<file path="src/verilog/odc_map.vh">
// Register map, field positions, reset values and timing counts of the
// oscillator and divider control block.
// Assumes a 32-bit APB slave with byte addresses, one register a word.
`ifndef ODC_MAP_VH
`define ODC_MAP_VH

// ==========================================================================
// Register byte offsets
`define ODC_OFF_OSC_CTRL 8'h00
`define ODC_OFF_CLK_DIV 8'h04
`define ODC_OFF_PLL_FB 8'h08
`define ODC_OFF_RC_TRIM 8'h0c
`define ODC_OFF_UNLOCK 8'h10
`define ODC_OFF_INT_STAT 8'h14
`define ODC_OFF_INT_EN 8'h18
`define ODC_OFF_INT_CLR 8'h1c

// ==========================================================================
// Oscillator control fields
`define ODC_OSC_REQ_BIT 0
`define ODC_OSC_SEC_EN_BIT 1
`define ODC_OSC_FAIL_BIT 3
`define ODC_OSC_NEW_LSB 8
`define ODC_OSC_CUR_LSB 12

// ==========================================================================
// Clock divisor fields
`define ODC_DIV_PRE_LSB 0
`define ODC_DIV_POST_LSB 6
`define ODC_DIV_RCPOST_LSB 8
`define ODC_DIV_RED_EN_BIT 11
`define ODC_DIV_RED_LSB 12
`define ODC_DIV_ROI_BIT 15

// ==========================================================================
// Reset values
`define ODC_RST_CLK_DIV 16'h3040
`define ODC_RST_PLL_FB 9'h030
`define ODC_RST_RC_TRIM 6'h00
`define ODC_RST_SOURCE 3'h0

// ==========================================================================
// Clock source codes
`define ODC_SRC_RC 3'h0
`define ODC_SRC_RC_PLL 3'h1
`define ODC_SRC_PRI 3'h2
`define ODC_SRC_PRI_PLL 3'h3

// ==========================================================================
// Unlock keys (arbitrary values) and switch settle count
`define ODC_KEY_FIRST 16'h00a5
`define ODC_KEY_SECOND 16'h005a
`define ODC_SETTLE_TICKS 4'ha

// ==========================================================================
// Interrupt status bits
`define ODC_IRQ_FAIL_BIT 0
`define ODC_IRQ_DONE_BIT 1
`define ODC_IRQ_ABORT_BIT 2

`endif

</file>
<file path="src/verilog/odc_rate_div.v">
// Programmable rate divider producing a one-cycle enable pulse.
// Assumes one system clock; the divide value may change at any time.
`default_nettype none

// ==========================================================================
// Rate divider
module odc_rate_div #(
	parameter WIDTH = 8
) (
	input wire sys_clk,
	input wire rst,
	input wire [WIDTH-1:0] div_m1,
	output wire tick
);

	reg [WIDTH-1:0] count_q;
	reg tick_q;

	// Count down to zero, then pulse; a shrinking divisor takes effect at once
	always @(posedge sys_clk or posedge rst) begin
		if (rst) begin
			count_q <= {WIDTH{1'b0}};
			tick_q <= 1'b0;
		end else if (count_q == {WIDTH{1'b0}} || count_q > div_m1) begin
			count_q <= div_m1;
			tick_q <= 1'b1;
		end else begin
			count_q <= count_q - {{(WIDTH-1){1'b0}}, 1'b1};
			tick_q <= 1'b0;
		end
	end

	assign tick = tick_q;

endmodule // odc_rate_div

`default_nettype wire

</file>
<file path="src/verilog/odc_top.v">
// Oscillator and divider control: register file, unlock guard, source
// switch sequencer, doze divider and fail interrupt.
// Assumes rst is the power-on reset; warm_rst is a synchronous lesser reset.
`include "odc_map.vh"
`default_nettype none

// Summary of operation
// [RULE_01] Fail monitor event sets the clock fail flag
// [RULE_02] Secondary enable bit turns secondary oscillator on
// [RULE_03] Writing switch request starts switch; clears when done
// [RULE_04] Control writes accepted only after unlock sequence
// [RULE_05] Software avoids direct PLL-to-PLL source switches
// [RULE_06] Registers reset only on power-on reset; warm_rst also clears the unlock stage and idles the sequencer
// [RULE_07] Recover bit: interrupt clears reduction enable
// [RULE_08] Reduction field divides cpu clock by power two
// [RULE_09] Reduction enable off forces ratio one to one
// [RULE_10] RC postscaler divides by 1..64 or 256
// [RULE_11] VCO postscaler divides by 2, 4 or 8
// [RULE_12] Prescaler divides by field plus two
// [RULE_13] Feedback multiplier equals field plus two
// [RULE_14] Six-bit signed trim shifts RC frequency
// [RULE_15] Unimplemented bits read as zero
// [RULE_16] New source field encodes eight clock sources
// [RULE_17] Wait ready, ten ticks, then switch and clear
// [RULE_18] Same source request aborts and clears request
// [RULE_19] Fail flag cleared by writing zero only; the code also clears it when a real switch starts
module odc_top (
	input wire sys_clk,
	input wire rst,
	input wire warm_rst,
	input wire psel,
	input wire penable,
	input wire pwrite,
	input wire [7:0] paddr,
	input wire [31:0] pwdata,
	output wire [31:0] prdata,
	output wire pready,
	output wire pslverr,
	input wire [2:0] boot_source,
	input wire clock_fail_monitor,
	input wire [7:0] source_ready,
	input wire new_source_tick,
	input wire cpu_interrupt,
	output wire [2:0] current_source,
	output wire [2:0] target_source,
	output wire target_start,
	output wire secondary_osc_enable,
	output wire cpu_clk_en,
	output wire fast_rc_clk_en,
	output wire [5:0] phase_input_div,
	output wire [3:0] vco_output_div,
	output wire [9:0] feedback_mult,
	output wire [5:0] rc_trim,
	output wire irq
);

	// ======================================================================
	// Local state codes
	localparam ST_IDLE = 2'd0;
	localparam ST_READY = 2'd1;
	localparam ST_SETTLE = 2'd2;
	// Divisor reset word, named so its fields can be sliced
	localparam [15:0] RST_DIV = `ODC_RST_CLK_DIV;

	// ======================================================================
	// Decoding functions
	// Divide-minus-one for a power-of-two reduction code
	function [7:0] pow2_m1;
		input [2:0] code;
		begin
			pow2_m1 = (8'h01 << code) - 8'h01;
		end
	endfunction

	// RC postscaler skips divide by 128: top code means 256
	function [7:0] rc_post_m1;
		input [2:0] code;
		begin
			if (code == 3'h7)
				rc_post_m1 = 8'hff;
			else
				rc_post_m1 = pow2_m1(code);
		end
	endfunction

	// ======================================================================
	// Registers
	reg pready_q;
	reg pslverr_q;
	reg [31:0] prdata_q;
	reg [2:0] new_src_q;
	reg [2:0] cur_src_q;
	reg sec_en_q;
	reg req_q;
	reg fail_q;
	reg strap_done_q;
	reg roi_q;
	reg [2:0] red_q;
	reg red_en_q;
	reg [2:0] rc_post_q;
	reg [1:0] vco_post_q;
	reg [4:0] pre_q;
	reg [8:0] fb_q;
	reg [5:0] trim_q;
	reg [1:0] unlock_q;
	reg [1:0] state_q;
	reg [3:0] settle_q;
	reg [2:0] target_q;
	reg start_q;
	reg [2:0] int_stat_q;
	reg [2:0] int_en_q;
	reg irq_q;
	reg [5:0] pre_div_q;
	reg [3:0] vco_div_q;
	reg [9:0] mult_q;

	wire wr_en;
	wire rd_phase;
	wire osc_wr;
	wire armed;
	wire ev_done;
	wire ev_abort;
	wire ev_fail;
	wire [7:0] cpu_div_m1;
	wire [7:0] rc_div_m1;
	wire [15:0] osc_rd;
	wire [15:0] div_rd;
	reg [31:0] rd_mux;
	reg addr_ok;

	// ======================================================================
	// APB handshake
	// Writes land only at the edge where pready is seen high
	assign wr_en = psel & penable & pwrite & pready_q;
	assign rd_phase = psel & penable & ~pready_q;
	assign armed = (unlock_q == 2'd2);
	assign osc_wr = wr_en & (paddr == `ODC_OFF_OSC_CTRL) & armed; // RULE_04

	// Answer one cycle into the access phase
	always @(posedge sys_clk or posedge rst) begin
		if (rst) begin
			pready_q <= 1'b0;
			pslverr_q <= 1'b0;
			prdata_q <= 32'h00000000;
		end else begin
			pready_q <= rd_phase;
			pslverr_q <= rd_phase & ~addr_ok;
			if (rd_phase & ~pwrite)
				prdata_q <= rd_mux;
		end
	end

	// ======================================================================
	// Read view
	// Unimplemented positions are tied to zero
	assign osc_rd = {1'b0, cur_src_q, 1'b0, new_src_q, 4'h0,
		fail_q, 1'b0, sec_en_q, req_q}; // RULE_15
	assign div_rd = {roi_q, red_q, red_en_q, rc_post_q, vco_post_q, 1'b0, pre_q};

	// Read mux and address check
	always @* begin
		rd_mux = 32'h00000000;
		addr_ok = 1'b1;
		case (paddr)
			`ODC_OFF_OSC_CTRL: rd_mux = {16'h0000, osc_rd};
			`ODC_OFF_CLK_DIV: rd_mux = {16'h0000, div_rd};
			`ODC_OFF_PLL_FB: rd_mux = {23'h000000, fb_q}; // RULE_15
			`ODC_OFF_RC_TRIM: rd_mux = {26'h0000000, trim_q}; // RULE_15
			`ODC_OFF_UNLOCK: rd_mux = {30'h00000000, unlock_q};
			`ODC_OFF_INT_STAT: rd_mux = {29'h00000000, int_stat_q};
			`ODC_OFF_INT_EN: rd_mux = {29'h00000000, int_en_q};
			`ODC_OFF_INT_CLR: rd_mux = 32'h00000000;
			default: addr_ok = 1'b0;
		endcase
	end

	// ======================================================================
	// Unlock guard
	// Two key writes in a row arm exactly one control write; any other
	// write in between throws the sequence away
	always @(posedge sys_clk or posedge rst) begin
		if (rst) begin
			unlock_q <= 2'd0;
		end else if (warm_rst) begin
			unlock_q <= 2'd0;
		end else if (wr_en) begin
			if (paddr == `ODC_OFF_UNLOCK) begin
				if (pwdata[15:0] == `ODC_KEY_FIRST)
					unlock_q <= 2'd1;
				else if (unlock_q == 2'd1 && pwdata[15:0] == `ODC_KEY_SECOND)
					unlock_q <= 2'd2;
				else
					unlock_q <= 2'd0;
			end else begin
				unlock_q <= 2'd0; // RULE_04
			end
		end
	end

	// ======================================================================
	// Oscillator control and switch sequencer
	assign ev_fail = clock_fail_monitor;
	assign ev_abort = (state_q == ST_IDLE) & req_q & (new_src_q == cur_src_q);
	assign ev_done = (state_q == ST_SETTLE) & new_source_tick &
		(settle_q == `ODC_SETTLE_TICKS - 4'h1);

	// Only power-on reset clears; warm reset just idles the sequencer
	always @(posedge sys_clk or posedge rst) begin
		if (rst) begin // RULE_06
			new_src_q <= `ODC_RST_SOURCE;
			cur_src_q <= `ODC_RST_SOURCE;
			strap_done_q <= 1'b0;
			sec_en_q <= 1'b0;
			req_q <= 1'b0;
			fail_q <= 1'b0;
			state_q <= ST_IDLE;
			settle_q <= 4'h0;
			target_q <= `ODC_RST_SOURCE;
			start_q <= 1'b0;
		end else if (!strap_done_q) begin
			// Source straps are caught once, just after release
			strap_done_q <= 1'b1;
			new_src_q <= boot_source;
			cur_src_q <= boot_source;
		end else begin
			if (osc_wr) begin
				new_src_q <= pwdata[`ODC_OSC_NEW_LSB+2:`ODC_OSC_NEW_LSB]; // RULE_16
				sec_en_q <= pwdata[`ODC_OSC_SEC_EN_BIT]; // RULE_02
				if (pwdata[`ODC_OSC_REQ_BIT])
					req_q <= 1'b1; // RULE_03
				if (!pwdata[`ODC_OSC_FAIL_BIT])
					fail_q <= 1'b0; // RULE_19
			end
			if (warm_rst) begin
				state_q <= ST_IDLE;
				start_q <= 1'b0;
			end else begin
				case (state_q)
					ST_IDLE: begin
						if (req_q && new_src_q == cur_src_q) begin
							req_q <= 1'b0; // RULE_18
						end else if (req_q) begin
							// A real switch drops any stale fail flag
							fail_q <= 1'b0;
							target_q <= new_src_q;
							start_q <= 1'b1;
							state_q <= ST_READY;
						end
					end
					ST_READY: begin
						settle_q <= 4'h0;
						if (source_ready[target_q])
							state_q <= ST_SETTLE; // RULE_17
					end
					ST_SETTLE: begin
						if (ev_done) begin
							cur_src_q <= target_q; // RULE_17
							req_q <= 1'b0; // RULE_03
							start_q <= 1'b0;
							state_q <= ST_IDLE;
						end else if (new_source_tick) begin
							settle_q <= settle_q + 4'h1;
						end
					end
					default: begin
						state_q <= ST_IDLE;
						start_q <= 1'b0;
					end
				endcase
			end
			// Monitor event wins over any clear in the same cycle and
			// falls back to the RC source, keeping the PLL if in use
			if (ev_fail) begin
				fail_q <= 1'b1; // RULE_01
				if (cur_src_q == `ODC_SRC_PRI_PLL || cur_src_q == `ODC_SRC_RC_PLL)
					cur_src_q <= `ODC_SRC_RC_PLL;
				else
					cur_src_q <= `ODC_SRC_RC;
			end
		end
	end

	// ======================================================================
	// Clock divisor, feedback and trim registers
	// Interrupt recovery overrides a software write in the same cycle
	always @(posedge sys_clk or posedge rst) begin
		if (rst) begin // RULE_06
			{roi_q, red_q, red_en_q, rc_post_q, vco_post_q} <= RST_DIV[15:6];
			pre_q <= RST_DIV[4:0];
			fb_q <= `ODC_RST_PLL_FB;
			trim_q <= `ODC_RST_RC_TRIM;
		end else begin
			if (wr_en && paddr == `ODC_OFF_CLK_DIV) begin
				roi_q <= pwdata[`ODC_DIV_ROI_BIT];
				red_q <= pwdata[`ODC_DIV_RED_LSB+2:`ODC_DIV_RED_LSB]; // RULE_08
				red_en_q <= pwdata[`ODC_DIV_RED_EN_BIT];
				rc_post_q <= pwdata[`ODC_DIV_RCPOST_LSB+2:`ODC_DIV_RCPOST_LSB];
				vco_post_q <= pwdata[`ODC_DIV_POST_LSB+1:`ODC_DIV_POST_LSB];
				pre_q <= pwdata[`ODC_DIV_PRE_LSB+4:`ODC_DIV_PRE_LSB];
			end
			if (cpu_interrupt && roi_q)
				red_en_q <= 1'b0; // RULE_07
			if (wr_en && paddr == `ODC_OFF_PLL_FB)
				fb_q <= pwdata[8:0];
			if (wr_en && paddr == `ODC_OFF_RC_TRIM)
				trim_q <= pwdata[5:0]; // RULE_14
		end
	end

	// ======================================================================
	// PLL divisor decode, registered for the outputs
	always @(posedge sys_clk or posedge rst) begin
		if (rst) begin
			pre_div_q <= 6'h02;
			vco_div_q <= 4'h4;
			mult_q <= 10'h032;
		end else begin
			pre_div_q <= {1'b0, pre_q} + 6'h02; // RULE_12
			mult_q <= {1'b0, fb_q} + 10'h002; // RULE_13
			case (vco_post_q)
				2'b00: vco_div_q <= 4'h2; // RULE_11
				2'b01: vco_div_q <= 4'h4;
				2'b11: vco_div_q <= 4'h8;
				default: vco_div_q <= 4'h4; // Reserved code held at default rate
			endcase
		end
	end

	// ======================================================================
	// Rate dividers
	// Reduction disabled means every cycle is a cpu cycle
	assign cpu_div_m1 = red_en_q ? pow2_m1(red_q) : 8'h00; // RULE_09
	assign rc_div_m1 = rc_post_m1(rc_post_q); // RULE_10

	odc_rate_div #(
		.WIDTH(8)
	) u_cpu_div (
		.sys_clk(sys_clk),
		.rst(rst),
		.div_m1(cpu_div_m1),
		.tick(cpu_clk_en)
	);

	odc_rate_div #(
		.WIDTH(8)
	) u_rc_div (
		.sys_clk(sys_clk),
		.rst(rst),
		.div_m1(rc_div_m1),
		.tick(fast_rc_clk_en)
	);

	// ======================================================================
	// Interrupt status, enable and clear
	// Hardware set beats a clear written in the same cycle
	always @(posedge sys_clk or posedge rst) begin
		if (rst) begin
			int_stat_q <= 3'h0;
			int_en_q <= 3'h0;
			irq_q <= 1'b0;
		end else begin
			if (wr_en && paddr == `ODC_OFF_INT_EN)
				int_en_q <= pwdata[2:0];
			int_stat_q <= (int_stat_q &
				~((wr_en && paddr == `ODC_OFF_INT_CLR) ? pwdata[2:0] : 3'h0)) |
				{ev_abort, ev_done, ev_fail & strap_done_q};
			irq_q <= |(int_stat_q & int_en_q);
		end
	end

	// ======================================================================
	// Outputs
	assign prdata = prdata_q;
	assign pready = pready_q;
	assign pslverr = pslverr_q;
	assign current_source = cur_src_q;
	assign target_source = target_q;
	assign target_start = start_q;
	assign secondary_osc_enable = sec_en_q; // RULE_02
	assign phase_input_div = pre_div_q;
	assign vco_output_div = vco_div_q;
	assign feedback_mult = mult_q;
	assign rc_trim = trim_q;
	assign irq = irq_q;

endmodule // odc_top

`default_nettype wire

</file>
<file path="config.mk">
export PLATFORM = sky130hd
export DESIGN_NAME = odc_top
export DESIGN_NICKNAME = d
export VERILOG_FILES = /design/src/verilog/odc_rate_div.v /design/src/verilog/odc_top.v
export VERILOG_INCLUDE_DIRS = /design/src /design/src/verilog
export SDC_FILE = /design/constraint.sdc
export NUM_CORES = 1
export LEC_CHECK = 0
export BUFFER_PORTS_ARGS = -buffer_cell sky130_fd_sc_hd__buf_4
export CORE_MARGIN = 5
export CORE_UTILIZATION = 40
export CTS_CLUSTER_SIZE = 40
export DETAILED_ROUTE_END_ITERATION = 8
export PLACE_DENSITY = 0.7
export SYNTH_ARGS = -nofsm -noshare
export SYNTH_HDL_FRONTEND = slang
export SYNTH_HIERARCHICAL = 1
export SYNTH_SLANG_ARGS = --single-unit
</file>
<file path="constraint.sdc">
create_clock -name sys_clk -period 7.5 [get_ports sys_clk]
set_clock_uncertainty 0.15 [all_clocks]
set_input_delay 0.75 -clock sys_clk [delete_from_list [all_inputs] [get_ports sys_clk]]
set_output_delay 0.75 -clock sys_clk [all_outputs]
set_load 0.005 [all_outputs]
</file>
==> run metrics, run 1 <==
outcome=finished clean; CTS H-Tree Depth=4; Worst-Margin Slew=1090 ps; Lkg Pwr=3.68 nW; Design Area, Final=0.00770 sq mm; Port-buffer cells=97; Post-DP HPWL=11600 um; first-pass GRT wire length=25400 um; num rows=45; Hold Crit Class=input port to async pin; final wirelength=15500 um; setup TNS=0 ps; synth top area cells=dfrtp_1 41%, ha_1 6.4%, mux2_2 5.6%; Post-DRT Antenna Nets=0; starting DRC count in detailed routing=290; Sw Ratio=30.3%; die footprint=0.0183 sq mm; # IOs=131; dpl cells=879; Yosys top cell area share=41.4%; CTS buffer count=17; initial antenna violation count=0; WHS=96.9 ps; Final Max Tran Viols=0; gpl congestion=0.843; Max VDD drop=0.000160 V; Slowest-stage cell, CP=dfrtp_1; clock tree root driver cell=clkbuf_16; final setup vio count=0; Layout area overhead=22.4%; share of cells above drive strength 1=28.1%; die height=135 um; Int Pwr=0.00141 W; Synth Area in Simple Gates=16.6%; Slew HR=27.3%; Post-CTS Resized=0; ys flop type=dfrtp_1; synthesized area per cell=10.7 sq um; sequential fraction of design power=35.9%; Synth Instances=588; fin crit share=46.8%; switching power=0.000613 W; vias in the first global route=4844; ant diodes=0; Synth Cell Area=0.00629 sq mm; drt pass-1 iters=4; crit end category=flip-flop; Congestion Overflow GR=0; Wirelength per Cell=17.0 um; mux contribution to synthesized area=13.7%; max frequency=0.285 GHz; CTS clk-pin slew, worst paths=50 ps; Setup CP Type=flip-flop to flip-flop; DR vias/cell=5.22; placed cell area=0.00714 sq mm; nets=779; vias=4752; area of the multi-input gates=0.00314 sq mm; largest net degree at the start of global routing=88; Clock Sinks=114; max cap viols=0; leading area contributor after synthesis=dfrtp_1; post-synthesis sequential area ratio=45.6%; Ys Warns=6; RSZ-0062 raised after global routing=no; CP arrival=3650 ps; Fin. Hold Viols=0; Skew-Pair Late Insertion Delay=410 ps; asr flop ratio synth=100%; core area=0.0153 sq mm; xor/xnor cell area share of the yosys netlist=3.34%; Initial Utilization=41.1%; CP Launch Type=flip-flop; gr usage total=17.6%; Required @ worst endpoint=7640 ps; CTS Hold Bufs=0; Pwr Density=263 mW/mm^2; power share of the clock group=37.0%; flop and latch count out of synthesis=114; CP peak stage delay=510 ps; Synth Area in Compound Gates=8.79%; postcts setup bufs=0; Synth Area in Adders=6.37%; most common cell in the netlist=dfrtp_1; die width=135 um; combinational family with the most area after synthesis=simple AND/OR/NAND/NOR gates; Critical Path Fanout Max=13; Filler cells=1387; FF+latch area=0.00287 sq mm; CP Cell Sequence=or3_1 > ha_1 > nor2b_1 > a21oi_1 > nor2_1 > nor2_1 > inv_1 > ha_1 > nand4_1 > o21a_1 > nor3_4 > mux2_4; Post-synth top cells=104 x dfrtp_1, 52 x nand2_1, 37 x inv_1, 32 x ha_1, 31 x mux2_2; Distinct cells, synth=60; CTS tree=done; Finished Layout Cells=911; Longest Clk Path Bufs=2; combinational share of power=27.1%; worst path bufs/invs=1; CP top delay family=simple AND/OR/NAND/NOR gates; number of synthesized flops with an enable pin=0; DRC viols=0; Final min period=3510 ps
through the flow:
step           power [W]  setup WS (ps)  utilization, %
3_3_place_gp     0.00126           4120            46.7
3_5_place_dp     0.00129           4020            46.7
6_report         0.00202           3990            50.3
2_1_floorplan    0.00116           4110               -
5_1_grt          0.00215           3760            50.3
4_1_cts          0.00204           4000            50.3
worst register-to-register path, stage by stage, from the launching register on:
cell and delay [ps]:
dfrtp_1 510, or3_1 400, ha_1 250, nor2b_1 180, a21oi_1 160, nor2_1 50
nor2_1 100, inv_1 70, ha_1 300, nand4_1 150, o21a_1 230, nor3_4 490
mux2_4 350
area by class of cell:
type / instances / area share, %
Clock buffer: 22 / 6.03
Clock inverter: 10 / 1.15
Inverter: 37 / 1.84
Multi-Input combinational cell: 419 / 40.8
Sequential cell: 114 / 37.2
Tap cell: 211 / 3.43
Timing Repair Buffer: 98 / 9.56
metal layers:
metal  part of all wire [%]  track usage, %
met5                      0               0
met4                    1.6            5.54
met3                    5.0            4.38
met2                     50            29.0
met1                     43            23.0
power by group through the flow:
stage	Clock, W	Sequential (W)	Combinational [W]
5_1_grt	0.000798	0.000732	0.000619
4_1_cts	0.000762	0.000725	0.000553
3_5_place_dp	0	0.000735	0.000551
3_3_place_gp	0	0.000732	0.000532
2_1_floorplan	0	0.000722	0.000435
6_report	0.000749	0.000726	0.000547
registers in the layout, summed over array words and instances, names as in the netlist, 4 cells and up:
name and cells:
prdata 16, feedback_mult 10, fb_q 9, u_cpu_div/count_q 8, u_rc_div/count_q 8, phase_input_div 6, rc_trim 6, pre_q 5
settle_q 4
layout by cell type, fill, tap and decap left out, types with 14 or more instances in the layout:
cell,n
conb_1,19
nor2b_1,14
mux2_2,31
clkbuf_16,17
inv_1,36
mux2i_1,27
o21ai_0,27
buf_4,98
dfrtp_1,104
nand3_1,16
nor2_1,27
nand2_1,52
xnor2_1,17
a21oi_1,20
ha_1,32
path summary, 6_finish.rpt:
check	endpoint	start	cells past startpoint	slack [ps]
max in group asynchronous	phase_input_div[5]$_DFF_PP0_	rst	3	5820
min in group sys_clk	feedback_mult[0]$_DFF_PP0_	fb_q[0]$_DFFE_PP0P_	0	260
max	u_rc_div/count_q[6]$_DFF_PP0_	rc_post_q[2]$_DFFE_PP0P_	12	3990
min reg2reg	feedback_mult[0]$_DFF_PP0_	fb_q[0]$_DFFE_PP0P_	0	260
max reg2reg	u_rc_div/count_q[6]$_DFF_PP0_	rc_post_q[2]$_DFFE_PP0P_	12	3990
min	red_q[2]$_DFFE_PP0P_	rst	2	100
cell families (layout without fill, tap and decap cells):
kind of cell               after synthesis  count (layout)
and+or+nand+nor                        185             185
DFF                                    114             114
AOI/OAI and AO/OA                       86              86
muxes                                   73              73
buffers and inverters                   72             167
adders and majority gates               32              32
xor gates and xnor gates                24              24
other                                    2              19
(Power assumes the default switching activity.)
==> run 2: changes to the inputs <==
==> constraint.sdc (replaced) <==
create_clock -name sys_clk -period 3.47 [get_ports sys_clk]
set_clock_uncertainty 0.15 [all_clocks]
set_input_delay 0.347 -clock sys_clk [delete_from_list [all_inputs] [get_ports sys_clk]]
set_output_delay 0.347 -clock sys_clk [all_outputs]
set_load 0.005 [all_outputs]
==> run metrics, run 2 (synthesis gave the netlist of run 1 again) <==
CP peak stage delay=470 ps (-40 ps); final setup vio count=0 (unchanged); Worst Hold End=current_source[0]$_DFFE_PP0P_; Clock Sinks=114 (unchanged); vias=4842 (+1.9%); setup TNS=0 ps (unchanged); crit end category=flip-flop; switching power=0.00135 W (+120%); Placement Setup Slack=105 ps (-3920 ps); CTS tree=done; R2R cell count=13 (+1); die footprint=0.0183 sq mm (unchanged); nets=786 (+0.90%); Fin. Hold Viols=0 (unchanged); combinational share of power=28.4% (+1.3 points); power share of the clock group=35.8% (-1.2 points); CTS buffer count=17 (unchanged); most common cell after layout, fill and taps aside=buf_4; share of cells above drive strength 1=28.9% (+0.71 points); final core occ=50.6% (+0.29 points); Port-buffer cells=97 (unchanged); Worst-Margin Slew=851 ps (-240 ps); postcts setup bufs=0 (unchanged); r2r startpoint=rc_post_q[1]$_DFFE_PP0P_; ant diodes=0 (unchanged); largest net degree at the start of global routing=59 (-33%); R2R setup slack=210 ps (-3780 ps); Filler cells=1416 (+2.1%); Pwr Density=566 mW/mm^2 (+120%); Skew-Pair Late Insertion Delay=410 ps (about the same); commonest non-fill, non-tap cells in the layout=103 x buf_4, 102 x dfrtp_1, 52 x nand2_1; CTS H-Tree Depth=4 (unchanged); Required @ worst endpoint=3650 ps (-3990 ps); Longest Clk Path Bufs=2 (unchanged); die height=135 um (unchanged); worst setup margin=207 ps (-3780 ps); final wirelength=15900 um (+3.0%); initial antenna violation count=0 (unchanged); clock tree root driver cell=clkbuf_16; Setup CP Type=flip-flop to flip-flop; core area=0.0153 sq mm (unchanged); Slew HR=43.3% (+16 points); # IOs=131 (unchanged); CTS clk-pin slew, worst paths=60 ps (about the same); Final min period=3260 ps (-245 ps); Lkg Pwr=3.70 nW (+0.75%); DRC viols=0 (unchanged); Final Max Tran Viols=0 (unchanged); Total Power=0.00438 W (+120%); Hold Crit Start=boot_source[0]; Hold Crit Class=input port to flip-flop; gr usage total=17.9% (+0.29 points); Max VDD drop=0.000356 V (+120%); Post-DRT Antenna Nets=0 (unchanged); Sw Ratio=30.9% (+0.53 points); starting DRC count in detailed routing=325 (+12%); CP Launch Type=flip-flop; fin crit share=94.0% (+47 points); Critical Path Fanout Max=11 (-2); Slowest-stage cell, CP=dfrtp_2; gpl congestion=0.831 (-1.5%); sequential fraction of design power=35.8% (about the same); num rows=45 (unchanged); Layout area overhead=23.1%; max frequency=0.306 GHz (+7.5%); Initial Utilization=41.1% (unchanged); CP Cell Sequence=or3_1 > ha_1 > nor2b_1 > a21oi_1 > nor2_1 > nor2_1 > inv_1 > ha_1 > nand4_1 > o21a_1 > nor3_4 > buf_4 > mux2i_1; Post-DP HPWL=12100 um (+5.1%); WHS Path Cells=3; vias in the first global route=5034 (+3.9%); Largest register FFs=16 (unchanged); outcome=finished clean; Wirelength per Cell=17.4 um (+2.3%); RR Endpoint=u_rc_div/count_q[4]$_DFF_PP0_; die width=135 um (unchanged); Congestion Overflow GR=0 (unchanged); RSZ-0062 raised after global routing=no; first-pass GRT wire length=25800 um (+1.8%); CP arrival=3440 ps (-210 ps); Int Pwr=0.00303 W (+110%); drt pass-1 iters=5 (+1); max cap viols=0 (unchanged); DR vias/cell=5.27 (+1.1%)
run 2: layout make-up:
type                            instances  area (sq um)  area share [%]
Sequential cell                       114          2870            37.0
Inverter                               37           141            1.83
Tap cell                              211           264            3.41
Clock buffer                           23           478            6.17
Clock inverter                          9          60.1           0.776
Timing Repair Buffer                  105           793            10.2
Multi-Input combinational cell        419          3140            40.5
run 2: repair_timing:
| item | 4_1_cts | 5_1_grt |
|---|---|---|
| hold buffers | 2 | 0 |
| hold endpoints to repair | 67 | 0 |
| setup endpoints to repair | 0 | 5 |
| resized for setup | 0 | 2 |
run 2: layer usage:
metal	global-route usage, %	vias up	wire (um)
met5	0	-	0
met4	5.60	0	230
met3	4.38	17	806
met2	31.0	144	8160
met1	22.1	2432	6740
li1	-	2249	-
run 2: critical path, delay by kind of cell, from the launching register on:
| kind | cells | cell delay (ps) |
|---|---|---|
| AND/OR/NAND/NOR | 6 | 1090 |
| adder cells (fa/ha/maj) | 2 | 550 |
| flip-flops | 1 | 470 |
| AO/OA/AOI/OAI | 2 | 410 |
| buffers and inverters | 2 | 300 |
| multiplexers | 1 | 210 |
run 2: per-stage QoR:
| step | area, sq um | hold slack, ps | cells |
|---|---|---|---|
| after floorplan | 6350 | 24.9 | 605 |
| after global placement | 7180 | 214 | 884 |
| after detailed placement | 7180 | 217 | 884 |
| after CTS | 7740 | 17.6 | 918 |
| after global routing | 7740 | 21.5 | 918 |
| final | 7740 | 38.5 | 918 |
run 2: worst max-delay path by stage:
stage | from | end | slack, ps | cells past startpoint
after floorplan | rc_post_q[2]$_DFFE_PP0P_ | u_rc_div/count_q[0]$_DFF_PP0_ | 250 | 12
after global placement | rc_post_q[2]$_DFFE_PP0P_ | u_rc_div/count_q[1]$_DFF_PP0_ | 300 | 13
after detailed placement | rc_post_q[2]$_DFFE_PP0P_ | u_rc_div/count_q[5]$_DFF_PP0_ | 100 | 13
after CTS | rc_post_q[2]$_DFFE_PP0P_ | u_rc_div/count_q[4]$_DFF_PP0_ | 80 | 13
after global routing | rc_post_q[1]$_DFFE_PP0P_ | u_rc_div/count_q[4]$_DFF_PP0_ | 20 | 13
final | rc_post_q[1]$_DFFE_PP0P_ | u_rc_div/count_q[4]$_DFF_PP0_ | 210 | 13
run 2: power groups by stage:
| stage | clock network (W) | logic, W | registers [W] |
|---|---|---|---|
| global route | 0.00166 | 0.00137 | 0.00158 |
| global placement | 0 | 0.00119 | 0.00158 |
| finish | 0.00157 | 0.00124 | 0.00157 |
| floorplan | 0 | 0.000940 | 0.00156 |
| detailed placement | 0 | 0.00123 | 0.00159 |
| CTS | 0.00160 | 0.00125 | 0.00157 |
==> run 3: changes to the inputs <==
==> constraint.sdc (replaced) <==
create_clock -name sys_clk -period 4.1 [get_ports sys_clk]
set_clock_uncertainty 0.15 [all_clocks]
set_input_delay 0.41 -clock sys_clk [delete_from_list [all_inputs] [get_ports sys_clk]]
set_output_delay 0.41 -clock sys_clk [all_outputs]
set_load 0.005 [all_outputs]
==> run metrics, run 3 (synthesis gave the netlist of run 1 again) <==
gr usage total=17.7% (-0.23 points); gpl congestion=0.843 (+1.5%); fin crit share=85.9% (-8.1 points); share of cells above drive strength 1=28.3% (-0.51 points); most common cell after layout, fill and taps aside=dfrtp_1; Max VDD drop=0.000303 V (-15%); commonest non-fill, non-tap cells in the layout=104 x dfrtp_1, 98 x buf_4, 52 x nand2_1; nets=781 (-0.64%); Layout area overhead=23.5%; ant diodes=0 (unchanged); max cap viols=0 (unchanged); crit end category=flip-flop; Required @ worst endpoint=4250 ps (+600 ps); Largest register FFs=16 (unchanged); max frequency=0.284 GHz (-7.4%); initial antenna violation count=0 (unchanged); final core occ=50.7% (+0.16 points); Post-DRT Antenna Nets=0 (unchanged); vias=4770 (-1.5%); Skew-Pair Late Insertion Delay=420 ps (about the same); Port-buffer cells=97 (unchanged); die footprint=0.0183 sq mm (unchanged); combinational share of power=26.3% (-2.1 points); Int Pwr=0.00269 W (-11%); final setup vio count=0 (unchanged); RSZ-0062 raised after global routing=no; Clock Sinks=114 (unchanged); Final Max Tran Viols=0 (unchanged); Final min period=3520 ps (+259 ps); clock tree root driver cell=clkbuf_16; Lkg Pwr=3.71 nW (+0.23%); CP peak stage delay=510 ps (+40 ps); Critical Path Fanout Max=13 (+2); starting DRC count in detailed routing=362 (+11%); Pwr Density=496 mW/mm^2 (-12%); vias in the first global route=4977 (-1.1%); Post-CTS Resized=0 (unchanged); die height=135 um (unchanged); Setup CP Type=flip-flop to flip-flop; core area=0.0153 sq mm (unchanged); CP arrival=3670 ps (+230 ps); sequential fraction of design power=34.5% (-1.3 points); Worst-Margin Slew=918 ps (+67.0 ps); largest net degree at the start of global routing=75 (+27%); CTS H-Tree Depth=4 (unchanged); Post-DP HPWL=11600 um (-4.6%); DRC viols=0 (unchanged); DR vias/cell=5.22 (-0.95%); CTS clk-pin slew, worst paths=50 ps (about the same); drt pass-1 iters=5 (unchanged); Slew HR=38.8% (-4.5 points); # IOs=131 (unchanged); CP Cell Sequence=or3_1 > ha_1 > nor2b_1 > a21oi_1 > nor2_1 > nor2_1 > inv_1 > ha_1 > nand4_1 > o21a_1 > nor3_4 > mux2_4; CTS tree=done; switching power=0.00116 W (-14%); CTS buffer count=17 (unchanged); num rows=45 (unchanged); Congestion Overflow GR=0 (unchanged); outcome=finished clean; setup TNS=0 ps (unchanged); Fin. Hold Viols=0 (unchanged); CP Launch Type=flip-flop; power share of the clock group=39.2% (+3.4 points); Slowest-stage cell, CP=nor3_4; Initial Utilization=41.1% (unchanged); Wirelength per Cell=17.1 um (-1.5%); first-pass GRT wire length=25500 um (-1.2%); final wirelength=15600 um (-2.1%); Longest Clk Path Bufs=2 (unchanged); Hold Crit Class=input port to flip-flop; die width=135 um (unchanged); postcts setup bufs=0 (unchanged); Sw Ratio=30.1% (-0.73 points)
## run 3: changes by cell type in the layout (fill, tap and decap cells not counted), moves of 2 or more
cell / delta
buf_4: -5
bufinv_16: +3
clkbuf_1: -2
clkbuf_8: -2
dfrtp_1: +2
dfrtp_2: -2
inv_6: +2
## run 3: layout make-up
cell class	count	area, sq um
clock buffers	19	443
clock inverters	13	159
fillers	1364	7550
inverters	37	141
multi-input cells	419	3140
flip-flops and latches	114	2870
well taps	211	264
repair buffers	100	756
## run 3: per-layer routing
metal  routed length (um)  up-vias  GRT usage (%)
li1                     -     2249              -
met1                 6670     2348           22.7
met2                 7810      153           29.6
met3                  957       20           4.61
met4                  167        0           5.10
met5                    0        -              0
## run 3: power by group through the flow
stage          registers (W)  logic (W)  clock network [W]
3_5_place_dp         0.00134    0.00102                  0
3_3_place_gp         0.00134   0.000970                  0
5_1_grt              0.00134    0.00114            0.00159
4_1_cts              0.00133    0.00102            0.00153
6_report             0.00133    0.00101            0.00151
2_1_floorplan        0.00132   0.000795                  0
## run 3: per-stage QoR
| step | worst slack (ps) | total power (W) | hold WS (ps) | cells | instance area [sq um] |
|---|---|---|---|---|---|
| final | 578 | 0.00385 | 89.1 | 913 | 7770 |
| after global routing | 364 | 0.00407 | 71.5 | 913 | 7770 |
| after CTS | 593 | 0.00388 | 69.4 | 913 | 7770 |
| after detailed placement | 612 | 0.00236 | 236 | 879 | 7140 |
| after global placement | 711 | 0.00231 | 236 | 879 | 7140 |
| after floorplan | 877 | 0.00212 | 87.9 | 605 | 6350 |
## run 3: path summary, 6_finish.rpt
path | start | end | slack [ps] | cells after the start
setup / recovery | rc_post_q[2]$_DFFE_PP0P_ | u_rc_div/count_q[6]$_DFF_PP0_ | 580 | 12
hold reg to reg | fb_q[0]$_DFFE_PP0P_ | feedback_mult[0]$_DFF_PP0_ | 260 | 0
setup reg to reg | rc_post_q[2]$_DFFE_PP0P_ | u_rc_div/count_q[6]$_DFF_PP0_ | 580 | 12
min in group asynchronous | rst | u_cpu_div/count_q[3]$_DFF_PP0_ | 410 | 3
max in group asynchronous | rst | settle_q[0]$_DFFE_PP0P_ | 2310 | 4
hold / removal | boot_source[0] | current_source[0]$_DFFE_PP0P_ | 90 | 3
## run 3: repair_timing
action / CTS / global route
hold endpoints to repair: 19 / 0
setup endpoints to repair: 0 / 0
hold buffers: 2 / 0
## run 3: worst max-delay path: cells and delay by family (launching register included)
kind / cells / cell delay, ps
AO/OA/AOI/OAI: 2 / 390
multiplexers: 1 / 350
buffers and inverters: 1 / 70
adder cells (fa/ha/maj): 2 / 560
AND/OR/NAND/NOR: 6 / 1370
flip-flops: 1 / 500
